==> src/core/brspc_pkg.sv <==
// shared constants and carriers for the serial rom pin control block
package brspc_pkg;
    localparam int CORE_CLK_HZ = 25000000;
    // least reset pulse width, in ns
    localparam int RESET_MIN_NS = 1000;
    localparam int CORE_PERIOD_NS = 1000000000 / CORE_CLK_HZ;
    localparam int RESET_MIN_CYC =
        (RESET_MIN_NS + CORE_PERIOD_NS - 1) / CORE_PERIOD_NS;
    // port clock rates chosen by the strap
    localparam int ROM_SLOW_HZ = 30000000;
    localparam int ROM_FAST_HZ = 60000000;
    localparam logic STRAP_RESET = 1'h0;
    localparam logic STRAP_FAST = 1'h1;
    // synchroniser depth for pins from outside the clock domain
    localparam int SYNC_DEPTH = 2;
    // pin states while reset is held
    localparam logic SEL_RESET = 1'h1;
    localparam logic CLK_RESET = 1'h0;
    localparam logic SERIAL_IN_RESET = 1'h0;
    localparam logic SI_PULL_RESET = 1'h1;

    typedef enum logic [1:0] {
        BRSPC_RUN,
        BRSPC_SUSPEND,
        BRSPC_POWERDOWN
    } brspc_power_e;

    // one two-way pin: drive value, enable, pull-down
    typedef struct packed {
        logic out;
        logic oe;
        logic pull_down;
    } brspc_pin_s;

    // debug mode-select input conditioning
    typedef struct packed {
        logic pull_up;
        logic in_enable;
        logic level;
    } brspc_dbg_s;

    localparam brspc_pin_s DATA_PIN_RESET =
        '{out: 1'h0, oe: 1'h0, pull_down: 1'h1};
    localparam brspc_dbg_s DBG_PIN_RESET =
        '{pull_up: 1'h0, in_enable: 1'h0, level: 1'h0};
endpackage

==> src/core/brspc_pin_ctrl.sv <==
// pin states of the serial rom port across reset and power states
`timescale 1ns/100ps
module brspc_pin_ctrl #(
    parameter int SYNC_STAGES = brspc_pkg::SYNC_DEPTH
) (
    // clock and reset
    input wire logic i_core_clk,
    input wire logic i_rst_b,
    // power state and port enable, same clock
    input wire brspc_pkg::brspc_power_e i_power,
    input wire logic i_port_en,
    // transfer engine pin requests
    input wire logic i_sel_low_req,
    input wire logic i_clk_req,
    input wire logic i_data_req,
    // pin inputs
    input wire logic i_data_pin,
    input wire logic i_rom_serial_in,
    input wire logic i_dbg_pin,
    // pin outputs
    output logic o_rom_select_low,
    output logic o_rom_clk,
    output brspc_pkg::brspc_pin_s o_data,
    output logic o_serial_in_pull_down,
    output brspc_pkg::brspc_dbg_s o_dbg,
    output logic o_rom_serial_in,
    // strap results
    output logic o_rom_speed_strap,
    output logic o_fast_rate
);
    import brspc_pkg::*;

    // slot of each pin in the synchroniser bank
    localparam int PIN_STRAP = 0;
    localparam int PIN_SERIAL_IN = 1;
    localparam int PIN_DEBUG = 2;
    localparam int PIN_COUNT = 3;

    // one stage would hand a metastable level straight to the logic
    if (SYNC_STAGES < 2) begin : g_stage_check
        $error("SYNC_STAGES must be at least 2");
    end

    // rate code for a strap level, shared by rate and suspend decoding
    function automatic logic strap_is_fast(input logic strap);
        return strap == STRAP_FAST;
    endfunction

    // raw pins and their settled copies
    logic [PIN_COUNT-1:0] pin_raw;
    wire [PIN_COUNT-1:0] pin_sync;

    // state registers and their next values
    logic in_reset_reg;
    logic in_reset_next;
    logic strap_reg;
    logic strap_next;
    logic rate_reg;
    logic rate_next;
    logic sel_reg;
    logic sel_next;
    logic clk_reg;
    logic clk_next;
    brspc_pin_s data_reg;
    brspc_pin_s data_next;
    brspc_dbg_s dbg_reg;
    brspc_dbg_s dbg_next;
    logic si_reg;
    logic si_next;
    logic si_pd_reg;
    logic si_pd_next;

    assign pin_raw = {i_dbg_pin, i_rom_serial_in, i_data_pin};

    // pins are outside the clock domain; only the last stage is read
    for (genvar g = 0; g < PIN_COUNT; g++) begin : g_sync
        logic [SYNC_STAGES-1:0] stage_reg;
        logic [SYNC_STAGES-1:0] stage_next;

        always_comb begin
            stage_next = {stage_reg[SYNC_STAGES-2:0], pin_raw[g]};
        end

        always_ff @(posedge i_core_clk) begin
            stage_reg <= stage_next;
        end

        assign pin_sync[g] = stage_reg[SYNC_STAGES-1];
    end

    always_comb begin
        in_reset_next = 1'h0;
        strap_next = strap_reg;
        // capture on the first edge after release: the pin floated
        // through reset, so the settled level is the strap, not data
        if (in_reset_reg) begin
            strap_next = pin_sync[PIN_STRAP];
        end
        rate_next = strap_is_fast(strap_next);
        sel_next = 1'h1;
        clk_next = 1'h0;
        data_next = '{out: 1'h0, oe: 1'h0, pull_down: 1'h0};
        dbg_next = '{
            pull_up: 1'h1,
            in_enable: 1'h1,
            level: pin_sync[PIN_DEBUG]
        };
        si_next = pin_sync[PIN_SERIAL_IN];
        si_pd_next = 1'h1;
        unique case (i_power)
            BRSPC_RUN: begin
                // a disabled port parks select high and the clock low
                sel_next = i_port_en ? i_sel_low_req : 1'h1;
                clk_next = i_port_en & i_clk_req;
                data_next.out = i_data_req;
                data_next.oe = 1'h1;
            end
            BRSPC_SUSPEND: begin
                // fast strap frees the pin so its pull-up is not fought
                data_next.oe = !strap_is_fast(strap_next);
            end
            BRSPC_POWERDOWN: begin
                sel_next = 1'h1;
                data_next.oe = 1'h1;
            end
            default: begin
                sel_next = 1'h1;
            end
        endcase
    end

    always_ff @(posedge i_core_clk) begin
        if (!i_rst_b) begin
            in_reset_reg <= 1'h1;
            strap_reg <= STRAP_RESET;
            rate_reg <= strap_is_fast(STRAP_RESET);
            sel_reg <= SEL_RESET;
            clk_reg <= CLK_RESET;
            data_reg <= DATA_PIN_RESET;
            dbg_reg <= DBG_PIN_RESET;
            si_reg <= SERIAL_IN_RESET;
            si_pd_reg <= SI_PULL_RESET;
        end else begin
            in_reset_reg <= in_reset_next;
            strap_reg <= strap_next;
            rate_reg <= rate_next;
            sel_reg <= sel_next;
            clk_reg <= clk_next;
            data_reg <= data_next;
            dbg_reg <= dbg_next;
            si_reg <= si_next;
            si_pd_reg <= si_pd_next;
        end
    end

    assign o_rom_select_low = sel_reg;
    assign o_rom_clk = clk_reg;
    assign o_data = data_reg;
    assign o_serial_in_pull_down = si_pd_reg;
    assign o_dbg = dbg_reg;
    assign o_rom_serial_in = si_reg;
    assign o_rom_speed_strap = strap_reg;
    assign o_fast_rate = rate_reg;

    // the reset pulse width is the system's duty; nothing to count here
    // each check looks one edge after the inputs that cause it

    reset_clk_a: assert property (
        @(posedge i_core_clk) !i_rst_b |=> !o_rom_clk)
        else $error("rom clock not low after reset");

    reset_data_a: assert property (
        @(posedge i_core_clk) !i_rst_b |=> !o_data.oe && o_data.pull_down)
        else $error("data pin not floating with pull-down in reset");

    release_drive_a: assert property (
        @(posedge i_core_clk)
        in_reset_reg && i_rst_b && i_power == BRSPC_RUN
        |=> o_data.oe && !o_data.pull_down)
        else $error("data pin not driven after release");

    release_strap_a: assert property (
        @(posedge i_core_clk) in_reset_reg && i_rst_b
        |=> o_rom_speed_strap == $past(pin_sync[PIN_STRAP]))
        else $error("strap not taken from the pin at release");

    release_pull_a: assert property (
        @(posedge i_core_clk) i_rst_b |=> !o_data.pull_down)
        else $error("data pin pull-down on after release");

    powerdown_sel_a: assert property (
        @(posedge i_core_clk)
        i_rst_b && i_power == BRSPC_POWERDOWN |=> o_rom_select_low)
        else $error("chip select low in power-down");

    suspend_data_a: assert property (
        @(posedge i_core_clk)
        i_rst_b && !in_reset_reg && i_power == BRSPC_SUSPEND
        |=> o_data.oe == (o_rom_speed_strap != STRAP_FAST) && !o_data.out)
        else $error("suspend data pin state wrong for strap");

    strap_hold_a: assert property (
        @(posedge i_core_clk)
        i_rst_b && !in_reset_reg |=> $stable(o_rom_speed_strap))
        else $error("strap changed outside reset release");

    rate_sel_a: assert property (
        @(posedge i_core_clk)
        1'h1 |=> o_fast_rate == (o_rom_speed_strap == STRAP_FAST))
        else $error("rate select disagrees with strap");

    si_pull_a: assert property (
        @(posedge i_core_clk) 1'h1 |=> o_serial_in_pull_down)
        else $error("serial input pull-down off");

    dbg_cond_a: assert property (
        @(posedge i_core_clk)
        !i_rst_b |=> !o_dbg.pull_up && !o_dbg.in_enable)
        else $error("debug input enabled in reset");

    dbg_run_a: assert property (
        @(posedge i_core_clk)
        i_rst_b |=> o_dbg.pull_up && o_dbg.in_enable)
        else $error("debug pull-up or input off in run");
endmodule

==> config.mk <==
export PLATFORM = sky130hd
export DESIGN_NAME = brspc_pin_ctrl
export DESIGN_NICKNAME = d
export VERILOG_FILES = /design/src/core/brspc_pkg.sv /design/src/core/brspc_pin_ctrl.sv
export SDC_FILE = /design/constraint.sdc
export NUM_CORES = 1
export LEC_CHECK = 0
export ABC_CLOCK_PERIOD_IN_PS = 1100
export BUFFER_PORTS_ARGS = -buffer_cell sky130_fd_sc_hd__buf_2
export CAP_MARGIN = 0
export CORE_AREA = 2 2 39 41
export CTS_BUF_LIST = sky130_fd_sc_hd__clkbuf_8
export DETAILED_ROUTE_END_ITERATION = 8
export DIE_AREA = 0 0 41 43
export MAX_ROUTING_LAYER = met4
export PLACE_DENSITY = 0.56
export SLEW_MARGIN = 10
export SYNTH_ARGS = -nofsm -noshare
export SYNTH_HDL_FRONTEND = slang
export SYNTH_SLANG_ARGS = --single-unit
==> constraint.sdc <==
create_clock -name i_core_clk -period 1.1 [get_ports i_core_clk]
set_clock_uncertainty 0.05 [all_clocks]
set_input_delay 0.22 -clock i_core_clk [delete_from_list [all_inputs] [get_ports i_core_clk]]
set_output_delay 0.22 -clock i_core_clk [all_outputs]
set_load 0.01 [all_outputs]
==> results.yml, run 1 <==
status:
  result_of_the_run: "complete, no violations"
placement:
  gp_congestion: 0.555
  io_buffers: 21
  detailedPlacementHpwl_um: 439
critical_path:
  worstPathRequired_ns: 0.83
  arrival_time_of_data_at_the_critical_path_endpoint_ns: 0.71
  crit_path_max_incr_delay_ns: 0.34
  critical_path.startpoint: "o_data[0]$_DFF_P_"
  worstReg2RegStart: "o_data[0]$_DFF_P_"
  timing.critical_path.cells: "buf_2"
  worst-setup-path-type: "flip-flop to primary output"
  critical_path.top_delay_family: "flip-flops"
  cp-end-kind: "primary output"
  setup_slack_on_the_worst_flop_to_flop_path_ns: 0.27
  critical_path.n_buffers_inverters: 1
  start_kind: "flip-flop"
  crit_slowest_cell: "sky130_fd_sc_hd__dfxtp_1"
  rr_endpoint: "o_data[1]$_SDFF_PN0_"
  worst-r2r-cell-count: 2
  cp_max_fo: 2
min_path:
  min_to: "g_sync[0].stage_reg[0]$_DFF_P_"
  worstHoldStart: "i_data_pin"
  worst_hold_path_type: "input pin to flip-flop"
  hold_path_depth: 1
cts:
  tritoncts_clock_tree: "yes"
  cts_hold_buf: 0
  clkSinkCount: 15
  clk_path_buf_depth: 2
  cts_root_buf: "sky130_fd_sc_hd__clkbuf_8"
  clk_slew_on_worst_s_h_paths_ns: 0.05
  post-cts-setup-buffers: 0
  cts_made_buffers: 3
  clock_tree.htree_level_count: 1
  clock_insertion_delay_worst_skew_ns: 0.24
  cts.repair.resized: 0
finish:
  final_layout_size_suffix_gt1_share_pct: 53.8
  num_antenna_cells: 0
  final_core_utilization_pct: 40.0
  largest_reg_flops: 6
  synthToLayoutAreaGrowth_pct: 33.9
  layout.nets: 64
power_and_ir_drop:
  powerDensity_mw_per_mm2: 1900
  vdd_drop_max_uv: 686
  power.static_leakage_nw: 0.282
  total_power_w: 0.00105
floorplan:
  design.die.area_sq_mm: 0.00176
  floorplan.io_pins: 23
  starting_utilization_of_the_core_area_pct: 29.8
  die_height_um: 43
  fp.dieW_um: 41
  num_rows: 14
  fp.coreArea_sq_mm: 0.00138
timing:
  final.period_utilization_pct: 89.0
  finalHoldViolations: 0
  final.setup.tns_ns: 0
  final-setup-viol-count: 0
  rsz0062_at_grt: "false"
  final-max-slew-violation-count: 0
  fmax_mhz: 1020
  timing.final.crit_period_ns: 0.979
synth:
  syn_avg_cell_area_sq_um: 13.3
  netlist-cell-type-count: 12
  synthesis.yosys.warnings: 0
  synth_largest_area_cell: "sky130_fd_sc_hd__dfxtp_1"
  ys_seq_area_share_pct: 72.7
  mappedNetlistNets: 42
  ys_ff_latch: 15
  synth.top_cell.area_share_pct: 72.7
  netlist_top_cells_area: "sky130_fd_sc_hd__dfxtp_1 73%, sky130_fd_sc_hd__buf_4 7.3%, sky130_fd_sc_hd__and2_2 3.6%"
  cell_area_after_synthesis_sq_um: 413
  postSynthCellCount: 31
route:
  wl_um: 540
  vias_per_cell: 3.79
  drt_drc_violations_left: 0
  drtIter0Drc: 0
  num_vias: 258
  drt_first_pass_iters: 1
  antenna_violating_nets_post_route: 0
  drt-wirelength-per-cell_um: 7.94
grt:
  maximum_number_of_pins_on_one_net_before_global_route_repair: 9
  first_global_vias: 215
  antenna_found_initial: 0
  grt_pass1_wl_um: 793
  global_route.usage.total_pct: 7.14
  global_route.overflow_total: 0
flow_run:
  maxCapViolCount: 0
## per-layer routing
metal	vias to the layer above	routed length, um	global-route usage [%]
li1	136	-	-
met1	108	223	7.52
met2	14	246	9.69
met3	0	70	4.71
met4	0	0	4.00
met5	-	0	-
## power by group
part           internal (W)  switching, W  leakage [nW]
logic             0.0000350     0.0000317         0.130
clock network      0.000246      0.000162        0.0269
registers          0.000571    0.00000659         0.125
## worst max path at each step
stage / to / slack (ns) / cells after the start
2_1_floorplan: o_rom_speed_strap / 0.32 / 1
3_3_place_gp: o_data[1]$_SDFF_PN0_ / 0.28 / 3
3_5_place_dp: o_data[1]$_SDFF_PN0_ / 0.27 / 2
4_1_cts: o_data[0] / 0.11 / 1
5_1_grt: o_fast_rate / 0.07 / 1
6_report: o_data[0] / 0.12 / 1
## cells by family (layout without fill, tap and decap cells)
kind of cell | after synthesis | in the layout | synth area share, %
buffers and inverters | 5 | 26 | 8.18
AO/OA/AOI/OAI | 1 | 1 | 2.12
multiplexers | 1 | 1 | 2.42
other | 1 | 1 | 0.908
flip-flops | 15 | 15 | 72.7
AND/OR/NAND/NOR | 8 | 8 | 13.6
## placed cells by master (no fill, tap or decap)
| cell type | instances |
|---|---|
| sky130_fd_sc_hd__buf_2 | 21 |
| sky130_fd_sc_hd__dfxtp_1 | 15 |
| sky130_fd_sc_hd__clkbuf_8 | 3 |
| sky130_fd_sc_hd__inv_1 | 2 |
| sky130_fd_sc_hd__nor2_1 | 2 |
| sky130_fd_sc_hd__and2_2 | 2 |
| sky130_fd_sc_hd__mux2i_1 | 1 |
| sky130_fd_sc_hd__nand4b_1 | 1 |
| sky130_fd_sc_hd__and4_1 | 1 |
| sky130_fd_sc_hd__and3_2 | 1 |
| sky130_fd_sc_hd__and2b_2 | 1 |
| sky130_fd_sc_hd__o2bb2ai_1 | 1 |
| sky130_fd_sc_hd__conb_1 | 1 |
## synthesized netlist by cell type
cell type and n:
sky130_fd_sc_hd__and3_2 1, sky130_fd_sc_hd__and2_2 2, sky130_fd_sc_hd__mux2i_1 1, sky130_fd_sc_hd__nand4b_1 1, sky130_fd_sc_hd__conb_1 1, sky130_fd_sc_hd__buf_4 4, sky130_fd_sc_hd__inv_1 1, sky130_fd_sc_hd__nor2_1 2
sky130_fd_sc_hd__and4_1 1, sky130_fd_sc_hd__o2bb2ai_1 1, sky130_fd_sc_hd__dfxtp_1 15, sky130_fd_sc_hd__and2b_2 1
## stage by stage
stage / cells / cell area, sq um / setup slack [ns] / hold WS (ns)
detailed placement: 64 / 508 / 0.272 / 0.262
finish: 68 / 553 / 0.121 / 0.0310
global placement: 64 / 508 / 0.283 / 0.262
floorplan: 31 / 413 / 0.324 / 0.198
CTS: 68 / 553 / 0.105 / 0.0239
global route: 68 / 553 / 0.0693 / 0.0176
## cell type report
type,count,area [sq um]
repair buffers,21,105
clock inverters,1,3.75
clock buffers,3,41.3
flip-flops and latches,15,300
multi-input cells,11,78.8
fillers,150,831
well taps,16,20.0
inverters,1,3.75
No activity file was read; power rests on OpenSTA's default activity.
==> run 2, diff against run 1 <==
--- a/config.mk
+++ b/config.mk
@@ -14,6 +14,7 @@
 export DIE_AREA = 0 0 41 43
 export MAX_ROUTING_LAYER = met4
 export PLACE_DENSITY = 0.56
+export SETUP_SLACK_MARGIN = 0.5
 export SLEW_MARGIN = 10
 export SYNTH_ARGS = -nofsm -noshare
 export SYNTH_HDL_FRONTEND = slang
==> results.yml, run 2 (same netlist as run 1, synthesis figures left out) <==
placement:
  io_buffers: 21
  dp_worst_setup_slack_ns: 0.255
  place_area_sq_um: 528
  detailedPlacementHpwl_um: 499
  gp_congestion: 0.662
grt:
  first_global_vias: 237
  grtUsageMet1_pct: 9.54
  global_route.overflow_total: 0
  met3_usage_pct: 3.14
  peak_usage_layer_in_the_global_routing_report: "met2"
  grt_pass1_wl_um: 938
  antenna_found_initial: 0
  global_route.usage.total_pct: 8.70
  global_route.usage.met2_pct: 11.6
  maximum_number_of_pins_on_one_net_before_global_route_repair: 10
critical_path:
  worst-setup-path-type: "flip-flop to primary output"
  setup_slack_on_the_worst_flop_to_flop_path_ns: 0.20
  worst-path-stages: 1
  worst-r2r-cell-count: 3
  crit_slowest_cell: "sky130_fd_sc_hd__dfxtp_2"
  rr_endpoint: "o_data[1]$_SDFF_PN0_"
  timing.critical_path.cells: "buf_2"
  critical_path.n_buffers_inverters: 1
  setup.worst_path.end: "o_rom_speed_strap"
  worstReg2RegStart: "o_data[0]$_DFF_P_"
  crit_path_max_incr_delay_ns: 0.32
  worstPathRequired_ns: 0.83
  critical_path.startpoint: "o_fast_rate$_SDFF_PN0_"
  cp_max_fo: 3
  critical_path.top_delay_family: "flip-flops"
  arrival_time_of_data_at_the_critical_path_endpoint_ns: 0.68
  start_kind: "flip-flop"
  cp-end-kind: "primary output"
route:
  drt_first_pass_iters: 2
  drt_drc_violations_left: 0
  drtIter0Drc: 2
  wl_um: 623
  num_vias: 261
  drt-wirelength-per-cell_um: 9.03
  vias_per_cell: 3.78
  antenna_violating_nets_post_route: 0
cts:
  clk_slew_on_worst_s_h_paths_ns: 0.06
  cts_made_buffers: 3
  clock_insertion_delay_worst_skew_ns: 0.24
  cts_root_buf: "sky130_fd_sc_hd__clkbuf_8"
  tritoncts_clock_tree: "yes"
  cts_hold_buf: 0
  clkSinkCount: 15
  clk_path_buf_depth: 2
  clock_tree.htree_level_count: 1
min_path:
  worst_hold_path_type: "input pin to flip-flop"
power_and_ir_drop:
  switching_part_of_the_total_power_pct: 19.8
  total_switching_power_w: 0.000216
  pwr-share-clk_pct: 38.5
  powerDensity_mw_per_mm2: 1730
  vdd_drop_max_uv: 779
  total_power_w: 0.00109
  pwr-share-comb_pct: 8.1
  power.static_leakage_nw: 0.304
  cell_internal_pwr_w: 0.000876
  seqPwrFrac_pct: 53.4
finish:
  mostFrequentLayoutCells: "13 x sky130_fd_sc_hd__buf_2, 8 x sky130_fd_sc_hd__dfxtp_2, 8 x sky130_fd_sc_hd__buf_6, 7 x sky130_fd_sc_hd__dfxtp_1, 3 x sky130_fd_sc_hd__clkbuf_8"
  synthToLayoutAreaGrowth_pct: 53.0
  num_antenna_cells: 0
  final_layout_size_suffix_gt1_share_pct: 73.6
  layout.nets: 65
  layout_commonest_cell: "sky130_fd_sc_hd__buf_2"
  final.fill_count: 137
  post-route-cell-area_sq_um: 632
  largest_reg_flops: 6
timing:
  final.setup.tns_ns: 0
  rsz0062_at_grt: "true"
  final.period_utilization_pct: 86.5
  postLayoutSetupSlackWorst_ns: 0.148
  final-max-slew-violation-count: 0
  fmax_mhz: 1050
  finalHoldViolations: 0
  timing.final.crit_period_ns: 0.952
  final-setup-viol-count: 0
floorplan:
  design.die.area_sq_mm: 0.00176
  fp.dieW_um: 41
  floorplan.io_pins: 23
  num_rows: 14
  fp.coreArea_sq_mm: 0.00138
  starting_utilization_of_the_core_area_pct: 29.8
  die_height_um: 43
flow_run:
  maxCapViolCount: 0
status:
  result_of_the_run: "complete, no violations"
==> run 2: power groups by stage <==
stage	sequential, W	clock [W]	combinational [W]
2_1_floorplan	0.000600	0	0.0000354
3_3_place_gp	0.000592	0	0.0000731
3_5_place_dp	0.000593	0	0.0000739
4_1_cts	0.000583	0.000441	0.0000855
5_1_grt	0.000586	0.000461	0.0000973
6_report	0.000583	0.000421	0.0000886
==> run 2: per-layer routing <==
| metal | vias to the layer above | share of wire (%) |
|---|---|---|
| met5 | - | 0 |
| met4 | 0 | 0 |
| met3 | 0 | 11 |
| met2 | 14 | 51 |
| met1 | 109 | 39 |
| li1 | 138 | - |
==> run 2: worst min-delay path by stage <==
| stage | start | endpoint | slack [ns] | depth (start not counted) |
|---|---|---|---|---|
| floorplan | i_data_pin | g_sync[0].stage_reg[0]$_DFF_P_ | 0.20 | 0 |
| global placement | g_sync[0].stage_reg[0]$_DFF_P_ | g_sync[0].stage_reg[1]$_DFF_P_ | 0.26 | 0 |
| detailed placement | g_sync[1].stage_reg[0]$_DFF_P_ | g_sync[1].stage_reg[1]$_DFF_P_ | 0.26 | 0 |
| CTS | i_dbg_pin | g_sync[2].stage_reg[0]$_DFF_P_ | 0.02 | 1 |
| global route | i_rom_serial_in | g_sync[1].stage_reg[0]$_DFF_P_ | 0.02 | 1 |
| finish | i_rom_serial_in | g_sync[1].stage_reg[0]$_DFF_P_ | 0.03 | 1 |
==> run 2: area by class of cell <==
cell class	instances	area [sq um]	share of cell area [%]
Inverter	1	3.75	0.594
Clock inverter	1	5.00	0.792
Multi-Input combinational cell	11	88.8	14.1
Timing Repair Buffer	22	163	25.7
Sequential cell	15	310	49.1
Tap cell	16	20.0	3.17
Clock buffer	3	41.3	6.53
==> run 2: what timing repair did <==
action / 4_1_cts / 5_1_grt
buffers inserted: 1 / 0
resized for setup: 6 / 2
pin swaps: 2 / 0
endpoints found under the setup margin: 13 / 15
hold endpoints to repair: 0 / 0
==> run 2: per-stage QoR <==
step | hold slack, ns | utilization, % | instances
floorplan | 0.198 | - | 31
global placement | 0.260 | 38.2 | 64
detailed placement | 0.263 | 38.2 | 64
CTS | 0.0192 | 44.8 | 69
global route | 0.0191 | 45.7 | 69
finish | 0.0269 | 45.7 | 69
==> run 3, diff against run 2 <==
--- a/config.mk
+++ b/config.mk
@@ -13,7 +13,7 @@
 export DETAILED_ROUTE_END_ITERATION = 8
 export DIE_AREA = 0 0 41 43
 export MAX_ROUTING_LAYER = met4
-export PLACE_DENSITY = 0.56
+export PLACE_DENSITY = 0.59
 export SETUP_SLACK_MARGIN = 0.5
 export SLEW_MARGIN = 10
 export SYNTH_ARGS = -nofsm -noshare
==> results.yml, run 3 (same netlist as run 1, synthesis figures left out) <==
placement:
  place_area_sq_um: 528
  io_buffers: 21
  detailedPlacementHpwl_um: 451
  dp_cells: 64
  gp_congestion: 0.677
finish:
  synthToLayoutAreaGrowth_pct: 52.7
  layout.nets: 64
  post-route-cell-area_sq_um: 631
  layout_commonest_cell: "sky130_fd_sc_hd__buf_2"
  final-seq-area_sq_um: 312
  final.fill_count: 131
  final_layout_size_suffix_gt1_share_pct: 73.1
  num_antenna_cells: 0
  multiInputGateArea_sq_um: 88.8
  stdcell_count: 68
  largest_reg_flops: 6
  mostFrequentLayoutCells: "12 x sky130_fd_sc_hd__buf_2, 9 x sky130_fd_sc_hd__dfxtp_2, 9 x sky130_fd_sc_hd__buf_6, 6 x sky130_fd_sc_hd__dfxtp_1, 3 x sky130_fd_sc_hd__clkbuf_8"
  final_core_utilization_pct: 45.6
power_and_ir_drop:
  powerDensity_mw_per_mm2: 1730
  vdd_drop_max_uv: 657
  power.static_leakage_nw: 0.302
cts:
  cts_root_buf: "sky130_fd_sc_hd__clkbuf_8"
  clk_slew_on_worst_s_h_paths_ns: 0.06
  clkSinkCount: 15
  clk_path_buf_depth: 2
  clock_tree.htree_level_count: 1
  tritoncts_clock_tree: "yes"
  clock_insertion_delay_worst_skew_ns: 0.24
  post-cts-setup-buffers: 0
  cts_made_buffers: 3
critical_path:
  worst-setup-path-type: "flip-flop to primary output"
  worstReg2RegStart: "o_data[0]$_DFF_P_"
  arrival_time_of_data_at_the_critical_path_endpoint_ns: 0.69
  setup_slack_on_the_worst_flop_to_flop_path_ns: 0.25
  critical_path.startpoint: "o_fast_rate$_SDFF_PN0_"
  setup.worst_path.end: "o_fast_rate"
  worstPathRequired_ns: 0.83
  critical_path.top_delay_family: "flip-flops"
  crit_slowest_cell: "sky130_fd_sc_hd__dfxtp_2"
  start_kind: "flip-flop"
  worst-r2r-cell-count: 2
  critical_path.n_buffers_inverters: 1
  cp_max_fo: 3
  rr_endpoint: "o_data[1]$_SDFF_PN0_"
  worst-path-stages: 1
  timing.critical_path.cells: "buf_2"
  cp-end-kind: "primary output"
  crit_path_max_incr_delay_ns: 0.32
timing:
  timing.final.crit_period_ns: 0.955
  final.setup.tns_ns: 0
  final.period_utilization_pct: 86.9
  fmax_mhz: 1050
  finalHoldViolations: 0
  rsz0062_at_grt: "true"
  final-setup-viol-count: 0
  final-max-slew-violation-count: 0
floorplan:
  fp.coreArea_sq_mm: 0.00138
  die_height_um: 43
  num_rows: 14
  starting_utilization_of_the_core_area_pct: 29.8
  fp.dieW_um: 41
  design.die.area_sq_mm: 0.00176
  floorplan.io_pins: 23
grt:
  antenna_found_initial: 0
  global_route.usage.met2_pct: 8.75
  met3_usage_pct: 3.14
  global_route.usage.total_pct: 7.55
  maximum_number_of_pins_on_one_net_before_global_route_repair: 9
  grtUsageMet1_pct: 8.82
  peak_usage_layer_in_the_global_routing_report: "met1"
  first_global_vias: 207
  grt_pass1_wl_um: 800
  global_route.overflow_total: 0
flow_run:
  maxCapViolCount: 0
route:
  drt-wirelength-per-cell_um: 8.60
  wl_um: 585
  num_vias: 257
  antenna_violating_nets_post_route: 0
  vias_per_cell: 3.78
  drt_drc_violations_left: 0
  drt_first_pass_iters: 1
  drtIter0Drc: 0
min_path:
  worstHoldStart: "i_data_pin"
  worst_hold_path_type: "input pin to flip-flop"
status:
  result_of_the_run: "complete, no violations"
[run 3: changes by cell type in the layout (fill, tap and decap cells not counted)]
cell,change
sky130_fd_sc_hd__dfxtp_1,-1
sky130_fd_sc_hd__buf_4,-1
sky130_fd_sc_hd__dfxtp_2,+1
sky130_fd_sc_hd__inv_1,+1
sky130_fd_sc_hd__buf_6,+1
sky130_fd_sc_hd__buf_2,-1
sky130_fd_sc_hd__clkinv_2,-1
[run 3: routing by layer]
metal	vias up	routed length [um]	part of all wire, %
met5	-	0	0
met4	0	0	0
met3	0	54	9.2
met2	12	281	48
met1	110	249	43
li1	135	-	-
[run 3: what timing repair did]
item | 4_1_cts | 5_1_grt
hold endpoints to repair | 0 | 0
resized for setup | 8 | 2
hold buffers | 0 | 0
pin swaps | 2 | 0
endpoints found under the setup margin | 13 | 14
[run 3: where the power goes]
group	switching, W	internal [W]
registers	0.0000106	0.000574
logic	0.0000338	0.0000546
clock network	0.000172	0.000246
total	0.000217	0.000875
[run 3: metrics by stage]
step	power [W]	setup WS (ns)	hold slack (ns)
2_1_floorplan	0.000635	0.351	0.198
3_3_place_gp	0.000665	0.276	0.260
3_5_place_dp	0.000666	0.257	0.262
4_1_cts	0.00110	0.136	0.0218
5_1_grt	0.00114	0.116	0.0172
6_report	0.00109	0.145	0.0273
[run 3: how the worst min path moves through the flow]
stage                                endpoint  cells past startpoint
5_1_grt        g_sync[0].stage_reg[0]$_DFF_P_                      1
2_1_floorplan  g_sync[0].stage_reg[0]$_DFF_P_                      0
6_report       g_sync[0].stage_reg[0]$_DFF_P_                      1
3_5_place_dp   g_sync[1].stage_reg[1]$_DFF_P_                      0
3_3_place_gp   g_sync[0].stage_reg[1]$_DFF_P_                      0
4_1_cts        g_sync[0].stage_reg[0]$_DFF_P_                      1
[run 3: layout make-up]
| type | instances | share of cell area [%] |
|---|---|---|
| clock buffers | 3 | 6.55 |
| repair buffers | 21 | 25.6 |
| inverters | 1 | 0.595 |
| clock inverters | 1 | 0.595 |
| flip-flops and latches | 15 | 49.4 |
| well taps | 16 | 3.17 |
| multi-input cells | 11 | 14.1 |
